**config.mk**
```make
export PLATFORM = sky130hd
export DESIGN_NAME = pcs_core
export DESIGN_NICKNAME = d
export VERILOG_FILES = /design/src/common/pcs_pkg.sv /design/src/pcs_core.sv /design/src/pcs_ret_stack.sv /design/src/pcs_indirect.sv
export SDC_FILE = /design/constraint.sdc
export NUM_CORES = 1
export LEC_CHECK = 0
export BUFFER_PORTS_ARGS = -buffer_cell sky130_fd_sc_hd__buf_2
export CORE_MARGIN = 2
export CORE_UTILIZATION = 40
export DETAILED_ROUTE_END_ITERATION = 16
export PLACE_DENSITY = 0.65
export SLEW_MARGIN = 10
export SYNTH_ARGS = -nofsm -noshare
export SYNTH_HDL_FRONTEND = slang
export SYNTH_SLANG_ARGS = --single-unit
```
**constraint.sdc**
```tcl
create_clock -name I_REF_CLK -period 4 [get_ports I_REF_CLK]
set_clock_uncertainty 0.2 [all_clocks]
set_input_delay 0.4 -clock I_REF_CLK [delete_from_list [all_inputs] [get_ports I_REF_CLK]]
set_output_delay 0.4 -clock I_REF_CLK [all_outputs]
set_load 0.1 [all_outputs]
```
**src/common/pcs_pkg.sv**
```systemverilog
// Purpose: shared constants for the program counter, stack and indirect path
// Assumes: single clock, 8-bit data, 13-bit program addresses
// Notes: pc, stack and indirect widths, pc and stack pointer reset values and op encodings live here
package pcs_pkg;
  localparam int PC_W = 13;          // program counter width
  localparam int LOW_W = 8;          // low byte width
  localparam int UP_W = 5;           // upper bit count
  localparam int JMP_W = 11;         // address field of call or jump
  localparam int DEPTH = 8;          // return stack levels
  localparam int SP_W = 3;           // stack pointer width
  localparam int DADDR_W = 9;        // indirect data address width
  localparam int LATCH_HI_POS = 3;   // latch bits used by call or jump
  localparam logic [PC_W-1:0] PC_RST = 13'h0000;      // pc after reset
  localparam logic [SP_W-1:0] SP_RST = 3'h0;          // pointer after reset
  localparam logic [7:0] PORT_ADDR = 8'h00;           // indirect port address
  localparam logic [7:0] ZERO_BYTE = 8'h00;           // read of port itself
  // pc operations issued by the execution logic
  typedef enum logic [5:0] {
    PCS_OP_NONE  = 6'h01,
    PCS_OP_INC   = 6'h02,
    PCS_OP_WRLOW = 6'h04,
    PCS_OP_JUMP  = 6'h08,
    PCS_OP_CALL  = 6'h10,
    PCS_OP_RET   = 6'h20
  } pcs_op_t;
endpackage

```
**src/pcs_core.sv**
```systemverilog
// Purpose: program counter, return stack and indirect addressing
// Assumes: execution logic issues one operation per cycle
// Notes: outputs registered; memory strobes flopped one cycle late
`timescale 1ns/10ps
module pcs_core (
  input wire logic I_REF_CLK,
  input wire logic I_RSTN,
  input wire logic [5:0] I_OP,
  input wire logic [7:0] I_LOW_WDATA,
  input wire logic [10:0] I_JUMP_ADDR,
  input wire logic [12:0] I_VECTOR,
  input wire logic I_LATCH_WR,
  input wire logic [7:0] I_LATCH_WDATA,
  input wire logic I_PTR_WR,
  input wire logic [7:0] I_PTR_WDATA,
  input wire logic I_BANK_BIT,
  input wire logic I_IND_RD,
  input wire logic I_IND_WR,
  input wire logic [7:0] I_IND_WDATA,
  input wire logic [7:0] I_MEM_RDATA,
  output logic [12:0] O_PC,
  output logic [7:0] O_PC_LOW,
  output logic [7:0] O_PC_LATCH,
  output logic [7:0] O_PTR,
  output logic [8:0] O_MEM_ADDR,
  output logic O_MEM_RD,
  output logic O_MEM_WR,
  output logic [7:0] O_MEM_WDATA,
  output logic [7:0] O_IND_RDATA
);
  logic [pcs_pkg::PC_W-1:0] pc_r; // program counter
  logic [pcs_pkg::PC_W-1:0] pc_nxt; // next pc
  logic [7:0] latch_r; // pc_high_latch
  logic [7:0] ptr_r; // file_select_pointer
  logic push; // stack push strobe
  logic pop; // stack pop strobe
  logic [pcs_pkg::PC_W-1:0] stack_top; // entry to return to
  logic [pcs_pkg::PC_W-1:0] push_data; // value pushed
  logic [pcs_pkg::DADDR_W-1:0] ind_addr; // indirect address
  logic ind_rd; // gated read
  logic ind_wr; // gated write
  logic [7:0] ind_rdata; // indirect read value
  logic [pcs_pkg::PC_W-1:0] pc_inc; // pc plus one

  assign pc_inc = pc_r + 13'h0001;

  // call pushes return address, the current pc plus one; no other op pushes
  assign push = (I_OP == pcs_pkg::PCS_OP_CALL);
  // covers return, return_with_literal, return_from_interrupt
  assign pop = (I_OP == pcs_pkg::PCS_OP_RET);
  assign push_data = pc_inc;

  // next pc select
  always_comb begin
    pc_nxt = pc_r;
    case (I_OP)
      pcs_pkg::PCS_OP_NONE: begin
        pc_nxt = pc_r;
      end
      pcs_pkg::PCS_OP_INC: begin
        pc_nxt = pc_inc;
      end
      pcs_pkg::PCS_OP_WRLOW: begin
        // latch 4:0 with new low byte, no carry from sum
        pc_nxt = {latch_r[pcs_pkg::UP_W-1:0], I_LOW_WDATA};
      end
      pcs_pkg::PCS_OP_JUMP, pcs_pkg::PCS_OP_CALL: begin
        // latch 4:3 then address field
        pc_nxt = {latch_r[4:pcs_pkg::LATCH_HI_POS], I_JUMP_ADDR};
      end
      pcs_pkg::PCS_OP_RET: begin
        // back to stacked address
        pc_nxt = stack_top;
      end
      default: begin
        // unknown op holds pc
        pc_nxt = pc_r;
      end
    endcase
  end

  // pc register; reset clears all 13 bits
  always_ff @(posedge I_REF_CLK or negedge I_RSTN) begin
    if (!I_RSTN) begin
      pc_r <= pcs_pkg::PC_RST;
    end else begin
      pc_r <= pc_nxt;
    end
  end

  // latch written only by software, never by stack ops
  always_ff @(posedge I_REF_CLK or negedge I_RSTN) begin
    if (!I_RSTN) begin
      latch_r <= 8'h00;
    end else if (I_LATCH_WR) begin
      latch_r <= I_LATCH_WDATA;
    end
  end

  // pointer register
  always_ff @(posedge I_REF_CLK or negedge I_RSTN) begin
    if (!I_RSTN) begin
      ptr_r <= 8'h00;
    end else if (I_PTR_WR) begin
      ptr_r <= I_PTR_WDATA;
    end
  end

  // return stack
  pcs_ret_stack u_stack (
    .i_clk(I_REF_CLK),
    .i_rstn(I_RSTN),
    .i_push(push),
    .i_pop(pop),
    .i_data(push_data),
    .o_top(stack_top)
  );

  // indirect path from current pointer and bank bit
  pcs_indirect u_ind (
    .i_bank(I_BANK_BIT),
    .i_ptr(ptr_r),
    .i_rd(I_IND_RD),
    .i_wr(I_IND_WR),
    .i_mem_rdata(I_MEM_RDATA),
    .o_addr(ind_addr),
    .o_mem_rd(ind_rd),
    .o_mem_wr(ind_wr),
    .o_rdata(ind_rdata)
  );

  // registered outputs
  always_ff @(posedge I_REF_CLK or negedge I_RSTN) begin
    if (!I_RSTN) begin
      O_PC <= pcs_pkg::PC_RST;
      O_PC_LOW <= 8'h00;
      O_PC_LATCH <= 8'h00;
      O_PTR <= 8'h00;
    end else begin
      O_PC <= pc_nxt;
      O_PC_LOW <= pc_nxt[pcs_pkg::LOW_W-1:0];
      O_PC_LATCH <= I_LATCH_WR ? I_LATCH_WDATA : latch_r;
      O_PTR <= I_PTR_WR ? I_PTR_WDATA : ptr_r;
    end
  end

  // memory strobes, one cycle after request
  always_ff @(posedge I_REF_CLK or negedge I_RSTN) begin
    if (!I_RSTN) begin
      O_MEM_ADDR <= 9'h000;
      O_MEM_RD <= 1'b0;
      O_MEM_WR <= 1'b0;
      O_MEM_WDATA <= 8'h00;
      O_IND_RDATA <= 8'h00;
    end else begin
      O_MEM_ADDR <= ind_addr;
      O_MEM_RD <= ind_rd;
      O_MEM_WR <= ind_wr;
      O_MEM_WDATA <= I_IND_WDATA;
      O_IND_RDATA <= ind_rdata;
    end
  end
endmodule // pcs_core

```
**src/pcs_ret_stack.sv**
```systemverilog
// Purpose: circular return stack of eight 13-bit entries
// Assumes: push and pop never asserted together
// Notes: pointer hidden; wraps silently both ways
`timescale 1ns/10ps
module pcs_ret_stack (
  input wire logic i_clk,
  input wire logic i_rstn,
  input wire logic i_push,
  input wire logic i_pop,
  input wire logic [pcs_pkg::PC_W-1:0] i_data,
  output logic [pcs_pkg::PC_W-1:0] o_top
);
  // storage, outside program and data space
  logic [pcs_pkg::PC_W-1:0] mem_r [pcs_pkg::DEPTH];
  logic [pcs_pkg::SP_W-1:0] sp_r; // next free slot
  logic [pcs_pkg::SP_W-1:0] sp_dec; // last written slot

  assign sp_dec = sp_r - 3'h1;
  assign o_top = mem_r[sp_dec];

  // pointer update, wraps with no flag
  always_ff @(posedge i_clk or negedge i_rstn) begin
    if (!i_rstn) begin
      sp_r <= pcs_pkg::SP_RST;
    end else if (i_push) begin
      sp_r <= sp_r + 3'h1;
    end else if (i_pop) begin
      sp_r <= sp_dec;
    end
  end

  // ninth push overwrites first slot
  always_ff @(posedge i_clk) begin
    if (i_push) begin
      mem_r[sp_r] <= i_data;
    end
  end
endmodule // pcs_ret_stack

```
**src/pcs_indirect.sv**
```systemverilog
// Purpose: indirect data access through the file select pointer
// Assumes: combinational path into data memory
// Notes: port address selects nothing real
`timescale 1ns/10ps
module pcs_indirect (
  input wire logic i_bank,
  input wire logic [7:0] i_ptr,
  input wire logic i_rd,
  input wire logic i_wr,
  input wire logic [7:0] i_mem_rdata,
  output logic [pcs_pkg::DADDR_W-1:0] o_addr,
  output logic o_mem_rd,
  output logic o_mem_wr,
  output logic [7:0] o_rdata
);
  logic self_sel; // pointer aims at the port itself

  assign self_sel = (i_ptr == pcs_pkg::PORT_ADDR);
  // bank bit on top of pointer
  assign o_addr = {i_bank, i_ptr};
  // access redirected to memory
  assign o_mem_rd = i_rd & ~self_sel;
  // write to itself stores nothing
  assign o_mem_wr = i_wr & ~self_sel;
  // self read gives zero
  assign o_rdata = self_sel ? pcs_pkg::ZERO_BYTE : i_mem_rdata;
endmodule // pcs_indirect

```
# Yosys cells after proc, flatten, opt, wreduce, memory -nomap -nowiden

Memories as Yosys holds them, arrays and structs flattened.
Cells that the tools add are included.

Eq/ne operators: 5
Bitwise logic cells: 3
Muxes and demuxes: 6
Add/sub/neg operators: 3
Reductions and logical operators: 4

Operators by type and width:

| cell                  | count |
|---|---|
| $pmux 13 s4           | 1 |
| $add 13x1->13 const B | 1 |
| $logic_not 8->1       | 1 |
| $mux 8                | 1 |
| $eq 6x2->1 const B    | 1 |
| $eq 6x3->1 const B    | 1 |
| $eq 6x4->1 const B    | 1 |
| $eq 6x5->1 const B    | 1 |
| $eq 6x6->1 const B    | 1 |
| $mux 3                | 2 |
| $reduce_bool 4->1     | 1 |
| $add 3x1->3 const B   | 1 |
| $sub 3x1->3 const B   | 1 |
| $and 1x1->1           | 2 |
| $mux 1                | 2 |
| $reduce_bool 2->1     | 1 |
| $reduce_or 2->1       | 1 |
| $not 1->1             | 1 |

Word-level logic and storage cells: 32
Bits in registers: 59
Output and inout bits: 64
Memories: 1
Bits of input ports: 77
Bits in writable memories: 104

Memories:

| memory        | depth | width | rd ports | clocked after memory_dff | wr ports | line                | source |
|---|---|---|---|---|---|---|---|
| u_stack.mem_r | 8     | 13    | 1        | 0                        | 1        | pcs_ret_stack.sv:14 | `logic [pcs_pkg::PC_W-1:0] mem_r [pcs_pkg::DEPTH];` |

# Longest topological paths before layout

Gate-level depths: netlist of run 1.

Depth in word-level cells: 3
Gate-level depth with buffers: 10
Mapped depth without buffers: 7

# By module

A second synthesis of run 1 with hierarchy kept.

Cells, all modules: 472
Area total of the unflattened synthesis: 6935.4 um^2

By module, submodules not included:

| module        | area an instance (um^2) | seq. area each (um^2) | instances | cells an instance |
|---|---|---|---|---|
| pcs_ret_stack | 4408.0                  | 3198.1                | 1         | 267 |
| pcs_core      | 2359.8                  | 1401.3                | 1         | 184 |
| pcs_indirect  | 167.7                   | 0.0                   | 1         | 21 |

# Least setup slack after synthesis of run 1

Ideal clock, no wire load.

Kind: input-to-reg
From: input I_OP[5]
To: memory u_stack.mem_r[0][0] (netlist name), enable pin
Path slack: 1049 ps
Arrival time: 2334 ps
Stages on the path: 4
Path buffers: 1
Library setup time: 417 ps
Cells stage by stage: clkbuf_1 > nor3_1 > nand3_1 > nor4_1

Word-level cells in the longest chain between the ends: 3

Ends and longest elaborated chain:

| element                      | line                | source |
|---|---|---|
| start, declared              | pcs_core.sv:8       | `input wire logic [5:0] I_OP,` |
| $eq 6x5->1                   | pcs_core.sv:48      | `assign push = (I_OP == pcs_pkg::PCS_OP_CALL);` |
| $mux 1                       | pcs_ret_stack.sv:34 | `if (i_push) begin` |
| $mux 1 (implied by the code) | pcs_ret_stack.sv:35 | `mem_r[sp_r] <= i_data;` |
| end, declared                | pcs_ret_stack.sv:14 |  |

Every way passes these cells.

# Worst setup path in the final report of run 1

From: register u_stack.sp_r[0] (netlist name)
To: register O_PC_LOW[4]

Word-level cells in the longest chain between the ends: 3

Ends and longest elaborated chain:

| element                | line                | source |
|---|---|---|
| start, declared        | pcs_ret_stack.sv:15 | `logic [pcs_pkg::SP_W-1:0] sp_r;` |
| start signal, assigned | pcs_ret_stack.sv:24 | `sp_r <= pcs_pkg::SP_RST;` |
| start signal, assigned | pcs_ret_stack.sv:26 | `sp_r <= sp_r + 3'h1;` |
| start signal, assigned | pcs_ret_stack.sv:28 | `sp_r <= sp_dec;` |
| $sub 3x1->3            | pcs_ret_stack.sv:18 | `assign sp_dec = sp_r - 3'h1;` |
| $mem_v2 8x13           | n/a                 |  |
| $pmux 13 s4            | pcs_core.sv:56      | `case (I_OP)` |
| end signal, assigned   | pcs_core.sv:141     | `O_PC_LOW <= pc_nxt[pcs_pkg::LOW_W-1:0];` |
| end, declared          | pcs_core.sv:22      | `output logic [7:0] O_PC_LOW,` |

Every way passes these cells.
A chain may end at the register's enable or synchronous reset.

==> results.sh, run 1 <==
export IMPL_fillers=1405
export IMPL_syn_nets=503
export IMPL_grt_pass1_vias=4324
export IMPL_post_cts_buffers=0
export IMPL_synthArstFlopShare_pct=36.2
export IMPL_rsz0062_at_grt="false"
export IMPL_nNetsFinal=659
export IMPL_viasPerCell=5.22
export IMPL_core_rowCount=47
export IMPL_numCtsBuffers=17
export IMPL_min_path_cells=2
export IMPL_finalCritPeriodShare_pct=75.8
export IMPL_hold_buffers=20
export IMPL_critPathMaxFanout=11
export IMPL_fmax_ghz=0.330
export IMPL_core_um2=16500
export IMPL_yosys_top_cells_count="edfxtp_1 (104), dfrtp_1 (59), nand2_1 (37)"
export IMPL_grt_max_degree=43
export IMPL_antenna_found_initial=0
export IMPL_setup_tns_ns=0
export IMPL_cts_resized=0
export IMPL_hold_path_class="in2reg"
export IMPL_relSlewSlack_pct=38.8
export IMPL_drtAntennaViolNets=0
export IMPL_netlist_instances=423
export IMPL_switching_share_pct=41.0
export IMPL_insertion_delay_ns=0.41
export IMPL_io_pin_count=141
export IMPL_synth_top_area_share_pct=46.8
export IMPL_clock_sinks=163
export IMPL_start_util_pct=40.5
export IMPL_ys_seq_area_share_pct=68.9
export IMPL_clkPwrFrac_pct=25.3
export IMPL_p_seq_share_pct=35.9
export IMPL_htreeDepth=4
export IMPL_max_cap_violations=0
export IMPL_cp_required_ns=4.09
export IMPL_routed_wirelength_um=15900
export IMPL_r2r_worst_path_cells=7
export IMPL_die_h_um=133
export IMPL_hpwlAfterDp_um=10600
export IMPL_path_clk_slew_ns=0.06
export IMPL_drcViolationCount=0
export IMPL_pwr_share_comb_pct=38.8
export IMPL_hold_viol=0
export IMPL_static_leakage_power_nw=3.29
export IMPL_die_area_um2=17700
export IMPL_antennaDiodeCount=0
export IMPL_setup_violations_final=0
export IMPL_grt_first_pass_wirelength_um=24300
export IMPL_hold_slack_ns=0.0230
export IMPL_synth_area_per_cell_um2=15.8
export IMPL_drtIter0Drc=388
export IMPL_ys_warn_count=0
export IMPL_syn_to_final_growth_pct=25.8
export IMPL_endpoint_kind="flop"
export IMPL_syn_area_um2=6670
export IMPL_dieWidth_um=133
export IMPL_power_switching_w=0.00258
export IMPL_synth_edf_count=104
export IMPL_cts_root_buf="clkbuf_16"
export IMPL_synth_largest_area_cell="edfxtp_1"
export IMPL_yosysMostFrequentCell="edfxtp_1"
export IMPL_wl_per_cell_um=19.6
export IMPL_cts_tree="yes"
export IMPL_first_pass_iters=8
export IMPL_synth_distinct_cells=44
export IMPL_cp_arrival_ns=3.12
export IMPL_grt_remaining_overflow=0
export IMPL_p_int_w=0.00371
export IMPL_routed_via_count=4237
export IMPL_slew_violations=0
export IMPL_gp_congestion=0.837
export IMPL_port_buffers=127
export IMPL_crit_type="reg2reg"
export IMPL_drive_above_1_share_pct=37.3
export IMPL_status="finished, final reports clean"
export IMPL_irDropWorstVdd_mv=0.441
export IMPL_layout_min_cycle_time_ns=3.03
export IMPL_p_per_area_nw_per_um2=749
export IMPL_yosys_top_cells_area="edfxtp_1 (47%), dfrtp_1 (22%), mux4_2 (6.4%)"
export IMPL_critPathLaunchType="flop"
export IMPL_cts_max_path_buffers=2
export IMPL_worst_slew_pin_slew_ns=0.918
export IMPL_synth_ff_type="edfxtp_1"
export IMPL_ys_ff_latch=163
export IMPL_grt_usage_pct=18.3
state kept, by name (all words and copies together) (netlist names):
signal / count
O_PC_LATCH: 8
O_MEM_ADDR: 9
u_stack.mem_r: 104
O_IND_RDATA: 8
O_PC_LOW: 8
O_MEM_WR: 1
u_stack.sp_r: 3
O_MEM_RD: 1
O_PC: 5
O_PTR: 8
O_MEM_WDATA: 8
metal layers:
metal  routed length [um]  global-route usage, %
met1                 6250                   22.4
met2                 8370                   32.0
met3                  947                   4.22
met4                  340                   6.80
met5                    0                      0
kinds of logic after synthesis:
group | Yosys count | synth area share [%]
flops | 163 | 68.9
simple gates | 104 | 7.75
mux | 47 | 11.7
compound gates | 44 | 4.63
buf+inv | 35 | 2.63
xor+xnor | 27 | 3.83
fa+ha+maj | 3 | 0.563
cell type report:
cell class / count / area, um2 / share of cell area, %
Inverter: 7 / 26.3 / 0.313
Tap cell: 220 / 275 / 3.28
Multi-Input combinational cell: 225 / 1930 / 23.0
Sequential cell: 163 / 4600 / 54.8
Timing Repair Buffer: 165 / 971 / 11.6
Clock buffer: 25 / 526 / 6.26
Clock inverter: 7 / 68.8 / 0.820
power groups by stage:
stage          Sequential [W]  Clock, W  Combinational (W)
2_1_floorplan         0.00291         0            0.00130
4_1_cts               0.00225   0.00162            0.00246
3_5_place_dp          0.00228         0            0.00244
6_report              0.00226   0.00159            0.00244
5_1_grt               0.00227   0.00170            0.00258
3_3_place_gp          0.00228         0            0.00240
path summary, 6_finish.rpt:
| check | startpoint | endpoint | slack (ns) |
|---|---|---|---|
| max | u_stack.sp_r[0] | O_PC_LOW[4] | 0.97 |
| min | I_LATCH_WDATA[0] | O_PC_LATCH[0] | 0.02 |
| max reg2reg | u_stack.sp_r[0] | O_PC_LOW[4] | 0.97 |
| min reg2reg | O_PTR[1] | O_MEM_ADDR[1] | 0.22 |
| max in group asynchronous | I_RSTN | O_PC_LOW[7] | 2.30 |
| min in group asynchronous | I_RSTN | O_PTR[3] | 0.47 |
placed cells by master (no fill, tap or decap), types with 17 or more instances in the layout:
master / instances
dlygate4sd3_1: 20
mux4_2: 19
buf_4: 18
nand2_1: 37
dfrtp_1: 59
clkbuf_16: 19
buf_2: 127
mux2_2: 17
edfxtp_1: 104
stage by stage:
stage	worst slack [ns]	cells	power (W)	instance area [um2]	utilization, %
6_report	0.967	812	0.00629	8400	51.0
5_1_grt	0.788	812	0.00654	8400	51.0
4_1_cts	0.935	812	0.00633	8400	51.0
3_5_place_dp	0.939	760	0.00472	7600	46.2
3_3_place_gp	1.01	760	0.00468	7600	46.2
2_1_floorplan	1.05	423	0.00420	6670	-
critical path, cell delays in order (launching register included):
cell	delay, ns
dfrtp_1	0.37
inv_1	0.21
ha_1	0.36
xor2_4	0.44
mux4_1	0.61
mux2_2	0.31
a222oi_1	0.30
o21ai_1	0.10
No activity file was read; power rests on OpenSTA's default activity.
==> inputs of run 2 (changes only) <==
--- a/config.mk
+++ b/config.mk
@@ -9,7 +9,7 @@
 export CORE_MARGIN = 2
 export CORE_UTILIZATION = 40
 export DETAILED_ROUTE_END_ITERATION = 16
-export PLACE_DENSITY = 0.65
+export PLACE_DENSITY = 0.67
 export SLEW_MARGIN = 10
 export SYNTH_ARGS = -nofsm -noshare
 export SYNTH_HDL_FRONTEND = slang
==> constraint.sdc (replaced) <==
create_clock -name I_REF_CLK -period 2.74 [get_ports I_REF_CLK]
set_clock_uncertainty 0.2 [all_clocks]
set_input_delay 0.274 -clock I_REF_CLK [delete_from_list [all_inputs] [get_ports I_REF_CLK]]
set_output_delay 0.274 -clock I_REF_CLK [all_outputs]
set_load 0.1 [all_outputs]
==> run 2 against run 1 <==
Effect of this change: count of clock-buffer cells in the layout down 2; highest routed layer unchanged; flip-flop and latch count unchanged; die area unchanged; final area is 5.8% higher; global-route usage increased by 1.5 points; fmax up 18%; hold slack improved by 0.0041 ns.
==> results.sh, run 2 (same netlist as run 1, synthesis figures left out) <==
export IMPL_grt_first_pass_wirelength_um=25900
export IMPL_reg_top3="u_stack.mem_r (104), O_MEM_ADDR (9)"
export IMPL_drcViolationCount=0
export IMPL_cp_required_ns=2.84
export IMPL_routed_via_count=4512
export IMPL_die_area_um2=17700
export IMPL_first_pass_iters=5
export IMPL_drive_above_1_share_pct=36.6
export IMPL_grt_remaining_overflow=0
export IMPL_insertion_delay_ns=0.42
export IMPL_die_h_um=133
export IMPL_antenna_found_initial=0
export IMPL_p_int_w=0.00559
export IMPL_relSlewSlack_pct=52.2
export IMPL_finalCritPeriodShare_pct=94.0
export IMPL_port_buffers=127
export IMPL_status="finished, final reports clean"
export IMPL_grt_usage_pct=19.8
export IMPL_pwr_share_comb_pct=40.9
export IMPL_grt_busiest_layer="met2"
export IMPL_max_cap_violations=0
export IMPL_drtIter0Drc=424
export IMPL_dieWidth_um=133
export IMPL_irDropWorstVdd_mv=0.661
export IMPL_power_w=0.00940
export IMPL_antennaDiodeCount=0
export IMPL_static_leakage_power_nw=3.50
export IMPL_grt_pass1_vias=4575
export IMPL_dpl_cell_count=777
export IMPL_largest_reg_flops=104
export IMPL_io_pin_count=141
export IMPL_layout_min_cycle_time_ns=2.58
export IMPL_start_util_pct=40.5
export IMPL_setup_violations_final=0
export IMPL_viasPerCell=5.22
export IMPL_met1_usage_pct=25.2
export IMPL_core_um2=16500
export IMPL_cts_max_path_buffers=2
export IMPL_path_clk_slew_ns=0.06
export IMPL_wl_per_cell_um=19.8
export IMPL_hold_slack_ns=0.0271
export IMPL_hpwlAfterDp_um=11400
export IMPL_rsz0062_at_grt="false"
export IMPL_p_seq_share_pct=34.6
export IMPL_critPathLaunchType="flop"
export IMPL_worst_slew_pin_slew_ns=0.717
export IMPL_cp_arrival_ns=2.67
export IMPL_numCtsBuffers=17
export IMPL_slew_violations=0
export IMPL_grt_max_degree=45
export IMPL_power_switching_w=0.00381
export IMPL_gp_congestion=0.786
export IMPL_finalNonFillerCells=864
export IMPL_met3_usage_pct=3.61
export IMPL_final_cell_mix="buf_2 (127), edfxtp_1 (104), dfrtp_1 (59)"
export IMPL_cts_tree="yes"
export IMPL_endpoint_kind="flop"
export IMPL_hold_viol=0
export IMPL_layout_commonest_cell="buf_2"
export IMPL_clkPwrFrac_pct=24.6
export IMPL_fmax_ghz=0.388
export IMPL_htreeDepth=4
export IMPL_syn_to_final_growth_pct=33.2
export IMPL_hold_path_class="in2reg"
export IMPL_routed_wirelength_um=17200
export IMPL_critPathMaxFanout=5
export IMPL_top_register="u_stack.mem_r"
export IMPL_cts_root_buf="clkbuf_16"
export IMPL_switching_share_pct=40.6
export IMPL_met2_usage_pct=33.4
export IMPL_crit_type="reg2reg"
export IMPL_drtAntennaViolNets=0
export IMPL_p_per_area_nw_per_um2=1060
export IMPL_core_rowCount=47
export IMPL_nNetsFinal=711
export IMPL_clock_sinks=163
run 2: cell types whose count changed in the layout (fill, tap and decap cells not counted), sizes merged:
| cell | change |
|---|---|
| buf | +18 |
| bufinv | +1 |
| clkbuf | -2 |
| clkinvlp | +2 |
| dlygate4sd3 | +34 |
| inv | -1 |
run 2: cell type report:
cell class | instances | area [um2]
Sequential cell | 163 | 4600
Inverter | 7 | 26.3
Clock buffer | 23 | 478
Clock inverter | 9 | 104
Tap cell | 220 | 275
Timing Repair Buffer | 217 | 1470
Multi-Input combinational cell | 225 | 1930
Fill cell | 1374 | 7580
run 2: path summary, 6_finish.rpt:
check	startpoint	end	slack [ns]	depth (start not counted)
setup / recovery	u_stack.sp_r[1]	O_PC[10]	0.16	8
hold / removal	I_JUMP_ADDR[10]	O_PC[10]	0.03	4
setup reg to reg	u_stack.sp_r[1]	O_PC[10]	0.16	8
hold reg to reg	O_PTR[4]	O_MEM_ADDR[4]	0.22	0
max in group asynchronous	I_RSTN	O_PC_LOW[7]	1.29	3
min in group asynchronous	I_RSTN	O_MEM_WDATA[4]	0.13	2
run 2: critical path, stage by stage, from the launching register on:
cell	delay, ns
dfrtp_1	0.37
inv_1	0.09
ha_2	0.26
xor2_4	0.21
buf_4	0.19
mux4_1	0.55
mux2i_1	0.15
o21ai_0	0.09
a311o_1	0.33
run 2: metal layers:
metal,vias to the layer above,wire length (um)
met5,-,0
met1,2282,6900
met3,36,871
met2,176,8910
met4,0,469
li1,2018,-
run 2: per-stage QoR:
stage	TNS, ns	setup WS, ns	utilization [%]	instance area [um2]
floorplan	-0.0923	-0.0789	-	6690
finish	0	0.164	54.0	8890
global placement	0	0.203	47.1	7760
detailed placement	0	0.135	47.1	7760
CTS	0	0.119	53.9	8880
global route	0	0.0519	54.0	8890
run 2: repair_timing:
item,4_1_cts,5_1_grt
hold buffers,54,0
setup buffers,0,1
setup endpoints to repair,0,1
resized for setup,0,0
hold endpoints to repair,60,0
run 2: power by group through the flow:
stage	Clock [W]	Sequential, W	Combinational, W
6_report	0.00231	0.00325	0.00384
3_3_place_gp	0	0.00329	0.00367
5_1_grt	0.00245	0.00327	0.00404
2_1_floorplan	0	0.00424	0.00191
3_5_place_dp	0	0.00329	0.00375
4_1_cts	0.00235	0.00325	0.00382
